## config.mk

```make
export PLATFORM = sky130hd
export DESIGN_NAME = umd_decoder
export DESIGN_NICKNAME = d
export VERILOG_FILES = /design/src/core/umd_pkg.sv /design/src/core/umd_dec_if.sv /design/src/core/umd_decoder.sv /design/src/core/umd_region_lookup.sv
export SDC_FILE = /design/constraint.sdc
export NUM_CORES = 1
export LEC_CHECK = 0
export BUFFER_PORTS_ARGS = -buffer_cell sky130_fd_sc_hd__buf_2
export CAP_MARGIN = 20
export CORE_MARGIN = 3
export CORE_UTILIZATION = 50
export CTS_BUF_LIST = sky130_fd_sc_hd__clkbuf_16
export DETAILED_ROUTE_END_ITERATION = 16
export PLACE_DENSITY = 0.73
export SLEW_MARGIN = 5
export SYNTH_ARGS = -nofsm -noshare
export SYNTH_HDL_FRONTEND = slang
export SYNTH_SLANG_ARGS = --single-unit
```

## constraint.sdc

```tcl
create_clock -name mclk -period 8.2 [get_ports mclk]
set_input_delay 0.41 -clock mclk [delete_from_list [all_inputs] [get_ports mclk]]
set_output_delay 0.41 -clock mclk [all_outputs]
set_load 0.01 [all_outputs]
```

## src/core/umd_pkg.sv

```systemverilog
package umd_pkg;

  localparam int ADDR_W     = 24;
  localparam int SEG_MSB    = 23;
  localparam int SEG_LSB    = 16;
  localparam int PAGE_MSB   = 15;
  localparam int PAGE_LSB   = 14;
  localparam int PORT_FETCH = 0;
  localparam int PORT_DATA  = 1;
  localparam int NUM_PORTS  = 2;
  localparam int GPR_NUM_W  = 4;

  localparam logic [7:0]  SYS_SEGMENT   = 8'h00;
  localparam logic [15:0] CODE_RAM_SIZE = 16'hffff;
  localparam logic [1:0]  LANES_WORD    = 2'b11;
  localparam logic [1:0]  LANES_LOW     = 2'b01;
  localparam logic [1:0]  LANES_HIGH    = 2'b10;

  // area boundaries, inclusive
  localparam logic [23:0] IMB_LO       = 24'hffff00;
  localparam logic [23:0] TRAP_HI_LO   = 24'hf00000;
  localparam logic [23:0] EMU_MIR_LO   = 24'he90000;
  localparam logic [23:0] EMU_MIR_HI   = 24'hefffff;
  localparam logic [23:0] EMU_CRAM_LO  = 24'he80000;
  localparam logic [23:0] EMU_CRAM_HI  = 24'he8ffff;
  localparam logic [23:0] CRAM_MIR_LO  = 24'he10000;
  localparam logic [23:0] CRAM_MIR_HI  = 24'he7ffff;
  localparam logic [23:0] CRAM_LO      = 24'he00000;
  localparam logic [23:0] CRAM_HI      = 24'he0ffff;
  localparam logic [23:0] PMEM_RSV_LO  = 24'hcc0000;
  localparam logic [23:0] PMEM_RSV_HI  = 24'hdfffff;
  localparam logic [23:0] FLASH_LO     = 24'hc00000;
  localparam logic [23:0] FLASH_HI     = 24'hcbffff;
  localparam logic [23:0] FLASH_SEC_LO = 24'hc3f000;
  localparam logic [23:0] FLASH_SEC_HI = 24'hc3ffff;
  localparam logic [23:0] EXTIO_LO     = 24'h200000;
  localparam logic [23:0] EXTIO_HI     = 24'h3fffff;
  localparam logic [23:0] LXB_HI       = 24'h2057ff;
  localparam logic [23:0] SFR_LO       = 24'h00fe00;
  localparam logic [23:0] SFR_BIT_LO   = 24'h00ff00;
  localparam logic [23:0] SFR_HI       = 24'h00ffff;
  localparam logic [23:0] DUAL_PORT_RAM_LO     = 24'h00f600;
  localparam logic [23:0] DUAL_PORT_RAM_BIT_LO = 24'h00fd00;
  localparam logic [23:0] DUAL_PORT_RAM_HI     = 24'h00fdff;
  localparam logic [23:0] DPR_RSV_LO   = 24'h00f200;
  localparam logic [23:0] DPR_RSV_HI   = 24'h00f5ff;
  localparam logic [23:0] EXTENDED_FUNCTION_REGS_LO      = 24'h00f000;
  localparam logic [23:0] EXTENDED_FUNCTION_REGS_BIT_LO  = 24'h00f100;
  localparam logic [23:0] EXTENDED_FUNCTION_REGS_HI      = 24'h00f1ff;
  localparam logic [23:0] EXTRA_FUNCTION_REGS_LO      = 24'h00e000;
  localparam logic [23:0] EXTRA_FUNCTION_REGS_HI      = 24'h00efff;
  localparam logic [23:0] DRAM_LO      = 24'h00a000;
  localparam logic [23:0] DRAM_HI      = 24'h00dfff;
  localparam logic [23:0] DRAM_RSV_LO  = 24'h008000;
  localparam logic [23:0] DRAM_RSV_HI  = 24'h009fff;
  localparam logic [23:0] STANDBY_RAM_LO     = 24'h008000;
  localparam logic [23:0] STANDBY_RAM_HI     = 24'h0083ff;

  typedef enum logic [3:0] {
    TGT_EXT_MEM  = 4'h0,
    TGT_EXT_IO   = 4'h1,
    TGT_LOCAL_PERIPHERAL_BUS    = 4'h2,
    TGT_FLASH    = 4'h3,
    TGT_CODE_RAM = 4'h4,
    TGT_EMU_CRAM = 4'h5,
    TGT_DATA_RAM = 4'h6,
    TGT_DUAL_PORT_RAM    = 4'h7,
    TGT_SFR      = 4'h8,
    TGT_EXTENDED_FUNCTION_REGS     = 4'h9,
    TGT_EXTRA_FUNCTION_REGS     = 4'ha,
    TGT_STANDBY  = 4'hb,
    TGT_IMB      = 4'hc,
    TGT_TRAP     = 4'hd
  } umd_target_t;

  typedef enum logic [0:0] {
    UNIT_FETCH = 1'b0,
    UNIT_DATA  = 1'b1
  } umd_unit_t;

  function automatic logic umd_in(input logic [23:0] a,
                                  input logic [23:0] lo,
                                  input logic [23:0] hi);
    return (a >= lo) && (a <= hi);
  endfunction : umd_in

endpackage : umd_pkg

```

## src/core/umd_dec_if.sv

```systemverilog
`timescale 1ns/1ps
interface umd_dec_if;
  logic [23:0]         addr;
  umd_pkg::umd_target_t target;
  umd_pkg::umd_unit_t  owner;
  logic [23:0]         offset;
  logic                bitArea;
  logic                strictOrder;
  logic                mirrored;

  modport lookup (
    input  addr,
    output target,
    output owner,
    output offset,
    output bitArea,
    output strictOrder,
    output mirrored
  );
  modport user (
    output addr,
    input  target,
    input  owner,
    input  offset,
    input  bitArea,
    input  strictOrder,
    input  mirrored
  );
endinterface : umd_dec_if

```

## src/core/umd_decoder.sv

```systemverilog
`timescale 1ns/1ps
// Notes on behaviour
// - one linear space for fetches and data
// - segment number is address bits 23:16
// - page number is address bits 15:14
// - byte or word access, lane by bit 0
// - internal data areas live in segment zero
// - parts of register areas are bit addressable
// - fetch side owns flash and code ram
// - data side owns data ram and peripherals
// - cross-side traffic flagged for system bus
// - fetch and data decode run concurrently
// - protected code ram region refuses writes
// - data ram reached on its own path
// - register bank: 16 words or 16 bytes
// - top 256 bytes of dual-port ram bit addressable
// - register-mode dual-port access is bit addressable
// - standby ram has its own target
// - io area accesses flagged strictly ordered
// - one flash sector kept from users
// - two 512-byte function register areas decoded
// - local peripheral bus goes via bus controller
module umd_decoder #(
  parameter int GPR_NUM_W = umd_pkg::GPR_NUM_W
) (
  input  wire logic                 mclk,
  input  wire logic                 srst,
  input  wire logic                 fetchReq,
  input  wire logic [23:0]          fetchAddr,
  input  wire logic                 dataReq,
  input  wire logic [23:0]          dataAddr,
  input  wire logic                 dataWrite,
  input  wire logic                 dataWord,
  input  wire logic                 dataGpr,
  input  wire logic                 gprByte,
  input  wire logic [GPR_NUM_W-1:0] gprNum,
  input  wire logic [15:0]          ctxPtr,
  input  wire logic                 codeRamProtEn,
  input  wire logic [15:0]          codeRamProtSize,
  input  wire logic                 clkSrcSys,
  input  wire logic                 refPinOut,
  input  wire logic                 fastPadEn,
  output logic [1:0]                resValid,
  output umd_pkg::umd_target_t      resTarget [2],
  output umd_pkg::umd_unit_t        resOwner [2],
  output logic [23:0]               resOffset [2],
  output logic [7:0]                resSegment [2],
  output logic [1:0]                resPage [2],
  output logic [1:0]                resLanes [2],
  output logic [1:0]                resTrap,
  output logic [1:0]                resCross,
  output logic [1:0]                resBitAddr,
  output logic [1:0]                resStrict,
  output logic [1:0]                resMirror,
  output logic [1:0]                resWriteReject,
  output logic                      refClkOutEn
);

  logic [15:0] gprIndex;
  logic [15:0] gprAddr;
  logic [23:0] portAddr [2];
  logic [1:0]  portReq;
  logic [1:0]  portWrite;
  logic [1:0]  portWord;
  logic [1:0]  portGpr;

  // word registers sit two bytes apart, byte registers one apart
  assign gprIndex = gprByte ? {{(16-GPR_NUM_W){1'b0}}, gprNum}
                            : {{(15-GPR_NUM_W){1'b0}}, gprNum, 1'b0};
  assign gprAddr  = ctxPtr + gprIndex;

  // both ports look at the same single address map
  assign portAddr[umd_pkg::PORT_FETCH]  = fetchAddr;
  assign portAddr[umd_pkg::PORT_DATA]   = dataGpr ? {umd_pkg::SYS_SEGMENT, gprAddr}
                                                  : dataAddr;
  assign portReq[umd_pkg::PORT_FETCH]   = fetchReq;
  assign portReq[umd_pkg::PORT_DATA]    = dataReq;
  assign portWrite[umd_pkg::PORT_FETCH] = 1'b0;
  assign portWrite[umd_pkg::PORT_DATA]  = dataWrite;
  assign portWord[umd_pkg::PORT_FETCH]  = 1'b1;
  // word registers always move a whole word, byte registers one lane
  assign portWord[umd_pkg::PORT_DATA]   = dataGpr ? !gprByte : dataWord;
  assign portGpr[umd_pkg::PORT_FETCH]   = 1'b0;
  assign portGpr[umd_pkg::PORT_DATA]    = dataGpr;

  generate
    for (genvar p = 0; p < umd_pkg::NUM_PORTS; p++) begin : g_port
      umd_dec_if dec ();
      umd_pkg::umd_unit_t reqUnit;
      logic               protHit;
      logic               isProgMem;
      logic               dpGpr;

      assign dec.addr  = portAddr[p];
      assign reqUnit   = (p == umd_pkg::PORT_FETCH) ? umd_pkg::UNIT_FETCH
                                                    : umd_pkg::UNIT_DATA;
      assign protHit   = codeRamProtEn && (dec.offset[15:0] < codeRamProtSize);
      assign isProgMem = (dec.target == umd_pkg::TGT_CODE_RAM) ||
                         (dec.target == umd_pkg::TGT_EMU_CRAM);
      assign dpGpr     = portGpr[p] && (dec.target == umd_pkg::TGT_DUAL_PORT_RAM);

      umd_region_lookup u_lookup (
        .dec (dec.lookup)
      );

      // each port has its own result registers so both move each cycle
      always_ff @(posedge mclk) begin
        if (srst) begin
          resValid[p] <= 1'b0;
        end else begin
          resValid[p] <= portReq[p];
        end
      end

      always_ff @(posedge mclk) begin
        if (srst) begin
          resTarget[p]  <= umd_pkg::TGT_EXT_MEM;
          resOwner[p]   <= umd_pkg::UNIT_FETCH;
          resOffset[p]  <= 24'h000000;
          resSegment[p] <= 8'h00;
          resPage[p]    <= 2'b00;
          resMirror[p]  <= 1'b0;
          resStrict[p]  <= 1'b0;
        end else if (portReq[p]) begin
          resTarget[p]  <= dec.target;
          resOwner[p]   <= dec.owner;
          resOffset[p]  <= dec.offset;
          resSegment[p] <= portAddr[p][umd_pkg::SEG_MSB:umd_pkg::SEG_LSB];
          resPage[p]    <= portAddr[p][umd_pkg::PAGE_MSB:umd_pkg::PAGE_LSB];
          resMirror[p]  <= dec.mirrored;
          resStrict[p]  <= dec.strictOrder;
        end
      end

      always_ff @(posedge mclk) begin
        if (srst) begin
          resLanes[p] <= 2'b00;
        end else if (portReq[p]) begin
          if (portWord[p]) begin
            resLanes[p] <= umd_pkg::LANES_WORD;
          end else begin
            resLanes[p] <= portAddr[p][0] ? umd_pkg::LANES_HIGH
                                          : umd_pkg::LANES_LOW;
          end
        end
      end

      always_ff @(posedge mclk) begin
        if (srst) begin
          resTrap[p]    <= 1'b0;
          resCross[p]   <= 1'b0;
          resBitAddr[p] <= 1'b0;
        end else if (portReq[p]) begin
          resTrap[p]    <= (dec.target == umd_pkg::TGT_TRAP);
          // trapped requests never leave their own side
          resCross[p]   <= (dec.target != umd_pkg::TGT_TRAP) &&
                           (dec.owner != reqUnit);
          resBitAddr[p] <= dec.bitArea || dpGpr;
        end
      end

      always_ff @(posedge mclk) begin
        if (srst) begin
          resWriteReject[p] <= 1'b0;
        end else if (portReq[p]) begin
          resWriteReject[p] <= portWrite[p] && (
                               (isProgMem && protHit) ||
                               (dec.target == umd_pkg::TGT_FLASH));
        end
      end

    end
  endgenerate

  always_ff @(posedge mclk) begin
    if (srst) begin
      refClkOutEn <= 1'b0;
    end else begin
      // the reference clock only leaves once all three settings are made
      refClkOutEn <= clkSrcSys && refPinOut && fastPadEn;
    end
  end
endmodule : umd_decoder

```

## src/core/umd_region_lookup.sv

```systemverilog
`timescale 1ns/1ps
module umd_region_lookup (
  umd_dec_if.lookup dec
);

  logic [23:0] a;
  logic        sys;

  assign a   = dec.addr;
  assign sys = (a[umd_pkg::SEG_MSB:umd_pkg::SEG_LSB] == umd_pkg::SYS_SEGMENT);

  always_comb begin
    dec.target      = umd_pkg::TGT_TRAP;
    dec.offset      = 24'h000000;
    dec.bitArea     = 1'b0;
    dec.strictOrder = 1'b0;
    dec.mirrored    = 1'b0;
    if (a >= umd_pkg::IMB_LO) begin
      dec.target = umd_pkg::TGT_IMB;
      dec.offset = a - umd_pkg::IMB_LO;
    end else if (a >= umd_pkg::TRAP_HI_LO) begin
      dec.target = umd_pkg::TGT_TRAP;
    end else if (umd_pkg::umd_in(a, umd_pkg::EMU_MIR_LO, umd_pkg::EMU_MIR_HI)) begin
      dec.target   = umd_pkg::TGT_EMU_CRAM;
      dec.offset   = {8'h00, a[15:0]};
      dec.mirrored = 1'b1;
    end else if (umd_pkg::umd_in(a, umd_pkg::EMU_CRAM_LO, umd_pkg::EMU_CRAM_HI)) begin
      dec.target = umd_pkg::TGT_EMU_CRAM;
      dec.offset = {8'h00, a[15:0]};
    end else if (umd_pkg::umd_in(a, umd_pkg::CRAM_MIR_LO, umd_pkg::CRAM_MIR_HI)) begin
      dec.target   = umd_pkg::TGT_CODE_RAM;
      dec.offset   = {8'h00, a[15:0]};
      dec.mirrored = 1'b1;
    end else if (umd_pkg::umd_in(a, umd_pkg::CRAM_LO, umd_pkg::CRAM_HI)) begin
      dec.target = umd_pkg::TGT_CODE_RAM;
      dec.offset = {8'h00, a[15:0]};
    end else if (umd_pkg::umd_in(a, umd_pkg::PMEM_RSV_LO, umd_pkg::PMEM_RSV_HI)) begin
      dec.target = umd_pkg::TGT_TRAP;
    end else if (umd_pkg::umd_in(a, umd_pkg::FLASH_SEC_LO, umd_pkg::FLASH_SEC_HI)) begin
      dec.target = umd_pkg::TGT_TRAP;
    end else if (umd_pkg::umd_in(a, umd_pkg::FLASH_LO, umd_pkg::FLASH_HI)) begin
      dec.target = umd_pkg::TGT_FLASH;
      dec.offset = a - umd_pkg::FLASH_LO;
    end else if (umd_pkg::umd_in(a, umd_pkg::EXTIO_LO, umd_pkg::EXTIO_HI)) begin
      // io area keeps strict access order
      dec.strictOrder = 1'b1;
      dec.offset      = a - umd_pkg::EXTIO_LO;
      dec.target      = (a <= umd_pkg::LXB_HI) ? umd_pkg::TGT_LOCAL_PERIPHERAL_BUS
                                               : umd_pkg::TGT_EXT_IO;
    end else if (!sys) begin
      dec.target = umd_pkg::TGT_EXT_MEM;
      dec.offset = a;
    end else if (umd_pkg::umd_in(a, umd_pkg::SFR_LO, umd_pkg::SFR_HI)) begin
      dec.target  = umd_pkg::TGT_SFR;
      dec.offset  = a - umd_pkg::SFR_LO;
      dec.bitArea = (a >= umd_pkg::SFR_BIT_LO);
    end else if (umd_pkg::umd_in(a, umd_pkg::DUAL_PORT_RAM_LO, umd_pkg::DUAL_PORT_RAM_HI)) begin
      dec.target  = umd_pkg::TGT_DUAL_PORT_RAM;
      dec.offset  = a - umd_pkg::DUAL_PORT_RAM_LO;
      dec.bitArea = (a >= umd_pkg::DUAL_PORT_RAM_BIT_LO);
    end else if (umd_pkg::umd_in(a, umd_pkg::DPR_RSV_LO, umd_pkg::DPR_RSV_HI)) begin
      dec.target = umd_pkg::TGT_TRAP;
    end else if (umd_pkg::umd_in(a, umd_pkg::EXTENDED_FUNCTION_REGS_LO, umd_pkg::EXTENDED_FUNCTION_REGS_HI)) begin
      dec.target  = umd_pkg::TGT_EXTENDED_FUNCTION_REGS;
      dec.offset  = a - umd_pkg::EXTENDED_FUNCTION_REGS_LO;
      dec.bitArea = (a >= umd_pkg::EXTENDED_FUNCTION_REGS_BIT_LO);
    end else if (umd_pkg::umd_in(a, umd_pkg::EXTRA_FUNCTION_REGS_LO, umd_pkg::EXTRA_FUNCTION_REGS_HI)) begin
      dec.target = umd_pkg::TGT_EXTRA_FUNCTION_REGS;
      dec.offset = a - umd_pkg::EXTRA_FUNCTION_REGS_LO;
    end else if (umd_pkg::umd_in(a, umd_pkg::DRAM_LO, umd_pkg::DRAM_HI)) begin
      dec.target = umd_pkg::TGT_DATA_RAM;
      dec.offset = a - umd_pkg::DRAM_LO;
    end else if (umd_pkg::umd_in(a, umd_pkg::STANDBY_RAM_LO, umd_pkg::STANDBY_RAM_HI)) begin
      dec.target = umd_pkg::TGT_STANDBY;
      dec.offset = a - umd_pkg::STANDBY_RAM_LO;
    end else if (umd_pkg::umd_in(a, umd_pkg::DRAM_RSV_LO, umd_pkg::DRAM_RSV_HI)) begin
      dec.target = umd_pkg::TGT_TRAP;
    end else begin
      dec.target = umd_pkg::TGT_EXT_MEM;
      dec.offset = a;
    end
  end

  // program memories belong to the fetch side, all else to the data side
  always_comb begin
    unique case (dec.target)
      umd_pkg::TGT_FLASH,
      umd_pkg::TGT_CODE_RAM,
      umd_pkg::TGT_EMU_CRAM: dec.owner = umd_pkg::UNIT_FETCH;
      default:               dec.owner = umd_pkg::UNIT_DATA;
    endcase
  end

endmodule : umd_region_lookup

```

==> results_dict.tcl, run 1 <==
set metrics [dict create \
    outcome "complete, no violations" \
    die_x_um 148.9 \
    synth_seq_cells 95 \
    grt_setup_unrepaired "no" \
    end_kind "flop" \
    grt.total_usage 0.3801 \
    cts.clk_slew.worst_paths_ns 0.07 \
    slew_headroom 0.2383 \
    global_route.overflow_total 0 \
    final_common_cell "buf_2" \
    rows 51 \
    syn_area_per_cell_um2 7.135 \
    antenna_found_initial 0 \
    peakVddDrop_uv 88.58 \
    gp_congestion 1.071 \
    yosysTopAreaCell "dfxtp_1" \
    grt_pass1_wl_um 66700 \
    utilization 0.5871 \
    hold_slack_ns 0.3029 \
    ys_seq_area_frac 0.1864 \
    p_leak_nw 5.001 \
    place_area_mm2 0.01132 \
    nNetsFinal 1739 \
    crit_arrival_ns 7.35 \
    clockBufferDepth 2 \
    syn_to_final_growth_pct 13.82 \
    wl_um 43520 \
    die-area_mm2 0.02216 \
    syn_area_mm2 0.01020 \
    synth_ff_type "dfxtp_1" \
    worstPathMaxFanout 10 \
    crit_path_max_incr_delay_ns 0.54 \
    async_flop_share 0 \
    crit_path_start_kind "input port" \
    core_mm2 0.01978 \
    synthTopCellsByArea "dfxtp_1 (19%), ha_1 (8.2%), nor2_1 (6.4%)" \
    cts_setup_buffers 0 \
    drtPass1Iterations 8 \
    vias_per_cell 6.714 \
    drv_slew 0 \
    layout_common_cells "buf_2 (191), nor2_1 (174), nand2_1 (135), dfxtp_1 (95), a21oi_1 (88)" \
    syn-num-nets 1594 \
    portBuffers 191 \
    ys_warn_count 0 \
    crit_type "in2reg" \
    max_freq_mhz 140.6 \
    maxCapViolations 0 \
    wire_per_inst_um 23.59 \
    ctsRootBufferMaster "clkbuf_16" \
    htreeDepth 3 \
    synth_cell_types 103 \
    setup_viol 0 \
    powerDensity_mw_per_mm2 133.2 \
    cp_common_cell "ha_1" \
    stdcell_area_mm2 0.01161 \
    cts_tree "done" \
    place_inst 1828 \
    io_pins 193 \
    start_util 0.5158 \
    instances_no_fill 1845 \
    route.vias.total 12390 \
    num-fill-cells 1909 \
    grt_pass1_vias 11600 \
    dp_slack_ns 0.8750 \
    finalWorstSetupSlack_ns 1.088 \
    period_share 0.8674 \
    final_hold_viol_count 0 \
    synth_top_area_share 0.1864 \
    numCtsBuffers 9 \
    ant_nets 0 \
    cts_sinks 95 \
    clock_skew_ns 0 \
    worst_pin_slew_ns 1.114 \
    hold_buffers 0 \
    power_mw 1.547 \
    n_antenna_cell 0 \
    synth_edf_count 0 \
    drive_above_1_share 0.1766 \
    clock_latency_ns 0.36 \
    die_y_um 148.9 \
    synthCells 1430 \
    ctsResizeCount 0 \
    hold_class "in2reg" \
    drc 0 \
    critPathSlowestCell "o41ai_2" \
    grt_max_degree 72 \
    drt_iter0_drc 1529 \
    min_period_ns 7.112 \
    setup_tns_ns 0 \
    dp_hpwl_um 33790 \
    critPathRequiredTime_ns 8.44 \
]
[area by class of cell]
cell class	instances	area (um^2)	share of cell area
sequential	95	1902	0.1638
multi-input combinational	1193	7716	0.6644
clock buffer	9	225.2	0.01939
tap	265	331.6	0.02855
clock inverter	7	62.56	0.005387
inverter	58	217.7	0.01875
timing repair buffer	218	1159	0.09976
[per-layer routing]
metal  wire, um  GRT usage  vias up  part of all wire
met5          0          0        -                 0
met4       2667     0.2064        0             0.061
met3       4358    0.06898      181              0.10
met2      19530     0.6010      835              0.45
met1      16970     0.4923     5753              0.39
li1           -          -     5619                 -
[where the power goes]
group	leakage, nW	switching, mW	internal, mW	total (mW)
registers	0.782	0.0160	0.490	0.506
logic	4.07	0.401	0.213	0.614
clock network	0.144	0.213	0.213	0.426
[synthesized netlist by cell type, types with 12 or more instances]
| cell | n |
|---|---|
| o21ai_1 | 12 |
| clkbuf_1 | 56 |
| mux2i_1 | 33 |
| o21a_1 | 14 |
| a21oi_1 | 88 |
| nor2b_1 | 13 |
| nand4_1 | 33 |
| nand3_1 | 67 |
| dfxtp_1 | 95 |
| o211ai_1 | 18 |
| a22o_1 | 21 |
| nor4_1 | 19 |
| a31oi_1 | 28 |
| nor2_1 | 174 |
| nand2_1 | 135 |
| a211oi_1 | 24 |
| nand2b_1 | 19 |
| o21ai_0 | 76 |
| and2_1 | 21 |
| ha_1 | 67 |
| nor3_1 | 40 |
| inv_1 | 51 |
| xnor2_1 | 35 |
| or3_1 | 14 |
| and3_1 | 20 |
| a21o_1 | 16 |
[sequential cells by signal, indices dropped and copies added, names as in the netlist]
signal and cells:
resOffset 48, resSegment 16, resTarget 8, resPage 4, resLanes 3, resBitAddr 2, resCross 2, resMirror 2
resOwner 2, resStrict 2, resTrap 2, resValid 2, refClkOutEn 1, resWriteReject 1
[cell families (layout without fill, tap and decap cells)]
group,Yosys count,count (layout),share of synthesized area
buffers and inverters,142,292,0.05800
xor gates and xnor gates,38,38,0.03262
AOI/OAI and AO/OA,444,444,0.3098
other,1,1,0.0003675
DFF,95,95,0.1864
adders and majority gates,68,68,0.08412
muxes,36,36,0.03568
and+or+nand+nor,606,606,0.2931
[final timing paths]
check	startpoint	end	cells after the start	slack, ns
min	fetchAddr[4]	resOffset[28]	2	0.30
min reg2reg	resCross[1]	resCross[1]	2	0.45
max reg2reg	resWriteReject[1]	resWriteReject[1]	2	7.31
max	gprByte	resWriteReject[1]	32	1.09
[worst max-delay path, delay by kind of cell]
family	cells	cell delay, ns
and+or+nand+nor	13	2.51
adders and majority gates	4	1.24
buffers and inverters	4	0.57
AOI/OAI and AO/OA	11	2.60
(Power assumes the default switching activity.)
==> run 2: changes to the inputs <==
--- a/config.mk
+++ b/config.mk
@@ -5,6 +5,7 @@
 export SDC_FILE = /design/constraint.sdc
 export NUM_CORES = 1
 export LEC_CHECK = 0
+export ABC_AREA = 1
 export BUFFER_PORTS_ARGS = -buffer_cell sky130_fd_sc_hd__buf_2
 export CAP_MARGIN = 20
 export CORE_MARGIN = 3
==> run 2 against run 1 <==
Effect of this change: sequential power hardly changed; largest power group unchanged; cell count increased by 18%; fmax increased by 24%; synthesized cell count rose by 23%; highest routed layer is now met5; sequential share of layout area shrank 0.21 points; clock power hardly changed.
==> results_dict.tcl, run 2 <==
set metrics [dict create \
    outcome "complete, no violations" \
    synth-xor-area-share 0.03956 \
    power_mw 1.544 \
    largest_reg_flops 48 \
    drc 0 \
    gp_congestion 1.006 \
    dp_hpwl_um 34550 \
    yosys.area_share.adder 0.08248 \
    antenna_found_initial 2 \
    die-area_mm2 0.02258 \
    hold_class "in2reg" \
    peakVddDrop_uv 140.7 \
    hold_slack_ns 0.2675 \
    setup_viol 0 \
    p_leak_nw 5.924 \
    grt_pass1_vias 11510 \
    grt_max_degree 65 \
    worst_pin_slew_ns 1.105 \
    cp_common_cell "nand2_1" \
    global_route.overflow_total 0 \
    synth_top_area_share 0.1828 \
    wl_um 43650 \
    cts_sinks 95 \
    muxShareOfSynthArea 0 \
    synth_cell_types 60 \
    async_flop_share 0 \
    rr_worst_depth 4 \
    num-fill-cells 2091 \
    largestRegisters "resOffset: 48 flops, resSegment: 16 flops, resTarget: 8 flops" \
    cts_setup_buffers 0 \
    rows 52 \
    ctsResizeCount 0 \
    final_hold_viol_count 0 \
    period_share 0.6993 \
    drtPass1Iterations 6 \
    clock_skew_ns 0 \
    drv_slew 0 \
    ys_top_cells_by_count "nand2_1 (403), inv_1 (222), nor2_1 (187)" \
    seq_area_mm2 0.001902 \
    clockBufferDepth 2 \
    numCtsBuffers 9 \
    ys_warn_count 0 \
    crit_arrival_ns 6.03 \
    synth_seq_cells 95 \
    grt_setup_unrepaired "no" \
    crit_type "in2reg" \
    r2r-end "resOffset[11]" \
    multi_input_area_mm2 0.007302 \
    regMostFlops "resOffset" \
    synthTopCellsByArea "dfxtp_1 (18%), nand2_1 (15%), ha_1 (8.1%)" \
    final_common_cell "nand2_1" \
    syn_area_mm2 0.01041 \
    ys_seq_area_frac 0.1828 \
    wire_per_inst_um 19.99 \
    cts.clk_slew.worst_paths_ns 0.08 \
    layout_common_cells "nand2_1 (403), inv_1 (222), buf_2 (191), nor2_1 (186), o21ai_0 (158)" \
    crit_path_start_kind "input port" \
    io_pins 193 \
    holdCritStartpoint "refPinOut" \
    vias_per_cell 5.935 \
    max_freq_mhz 174.4 \
    synth.most_common_cell "nand2_1" \
    yosysTopAreaCell "dfxtp_1" \
    worstPathMaxFanout 14 \
    synthSimpleGateAreaFrac 0.3672 \
    route.vias.total 12960 \
    htreeDepth 3 \
    start_util 0.5110 \
    core_mm2 0.02036 \
    critPathSlowestCell "inv_1" \
    portBuffers 191 \
    min_path_cells 3 \
    clock_latency_ns 0.35 \
    powerDensity_mw_per_mm2 131.2 \
    synth_edf_count 0 \
    critPathRequiredTime_ns 8.50 \
    min_period_ns 5.735 \
    synthCells 1761 \
    syn_to_final_growth_pct 13.08 \
    ctsRootBufferMaster "clkbuf_16" \
    synth_ff_type "dfxtp_1" \
    hold_buffers 0 \
    worstHoldEndpoint "refClkOutEn" \
    synth_compound_area_frac 0.2119 \
    ant_nets 0 \
    die_x_um 150.3 \
    setup_tns_ns 0 \
    syn-num-nets 1925 \
    end_kind "flop" \
    die_y_um 150.3 \
    timing.rr.start "resOffset[11]" \
    drive_above_1_share 0.1543 \
    grt.total_usage 0.3735 \
    cts_tree "done" \
    nNetsFinal 2071 \
    crit_path_max_incr_delay_ns 0.57 \
    grt_pass1_wl_um 65670 \
    utilization 0.5778 \
    slew_headroom 0.2563 \
    maxCapViolations 0 \
    synth_top_family_by_area "simple AND/OR/NAND/NOR gates" \
    drt_iter0_drc 1486 \
    r2r_slack_ns 7.45 \
    syn_area_per_cell_um2 5.909 \
]
==> run 2: cell families (layout without fill, tap and decap cells) <==
kind of cell | count (synthesis) | after routing
flip-flops | 95 | 95
adder cells (fa/ha/maj) | 68 | 68
XOR/XNOR | 47 | 47
other | 1 | 2
AND/OR/NAND/NOR | 858 | 858
buffers and inverters | 307 | 458
AO/OA/AOI/OAI | 385 | 385
==> run 2: final cells by class <==
class                   count  share of cell area
multi-input cells        1359              0.6205
flip-flops and latches     95              0.1616
repair buffers            197             0.08538
inverters                 245             0.07826
well taps                 270             0.02871
clock buffers               9             0.01914
clock inverters             7            0.006167
diodes                      1           0.0002127
==> run 2: critical path: cells and delay by family <==
family          cells  cell delay (ns)
compound gates      6             1.11
simple gates       19             2.58
buf+inv             4             1.09
fa+ha+maj           3             0.85
==> run 2: worst max path at each step <==
| stage | from | end | slack, ns | depth (start not counted) |
|---|---|---|---|---|
| 3_5_place_dp | gprByte | resWriteReject[1] | 2.23 | 32 |
| 6_report | gprByte | resWriteReject[1] | 2.47 | 32 |
| 3_3_place_gp | gprByte | resWriteReject[1] | 2.27 | 36 |
| 4_1_cts | gprByte | resWriteReject[1] | 2.61 | 32 |
| 5_1_grt | gprByte | resWriteReject[1] | 1.95 | 42 |
| 2_1_floorplan | gprByte | resWriteReject[1] | 3.47 | 38 |
==> run 2: stage by stage <==
stage / area [um^2] / cells / setup slack, ns
2_1_floorplan: 10410 / 1761 / 3.466
3_3_place_gp: 11460 / 2165 / 2.266
3_5_place_dp: 11460 / 2165 / 2.235
4_1_cts: 11750 / 2181 / 2.607
5_1_grt: 11770 / 2182 / 1.954
6_report: 11770 / 2183 / 2.465
==> run 2: metal layers <==
layer	wire [um]	track usage	vias up
met3	5884	0.1060	98
li1	-	-	6122
met4	1264	0.1052	4
met1	18780	0.5457	5848
met5	27	0	-
met2	17690	0.5320	884
==> run 2: power by group <==
group          internal [mW]  switching [mW]  total (mW)
Sequential             0.491          0.0161       0.508
Combinational          0.182           0.426       0.608
Clock                  0.216           0.213       0.428
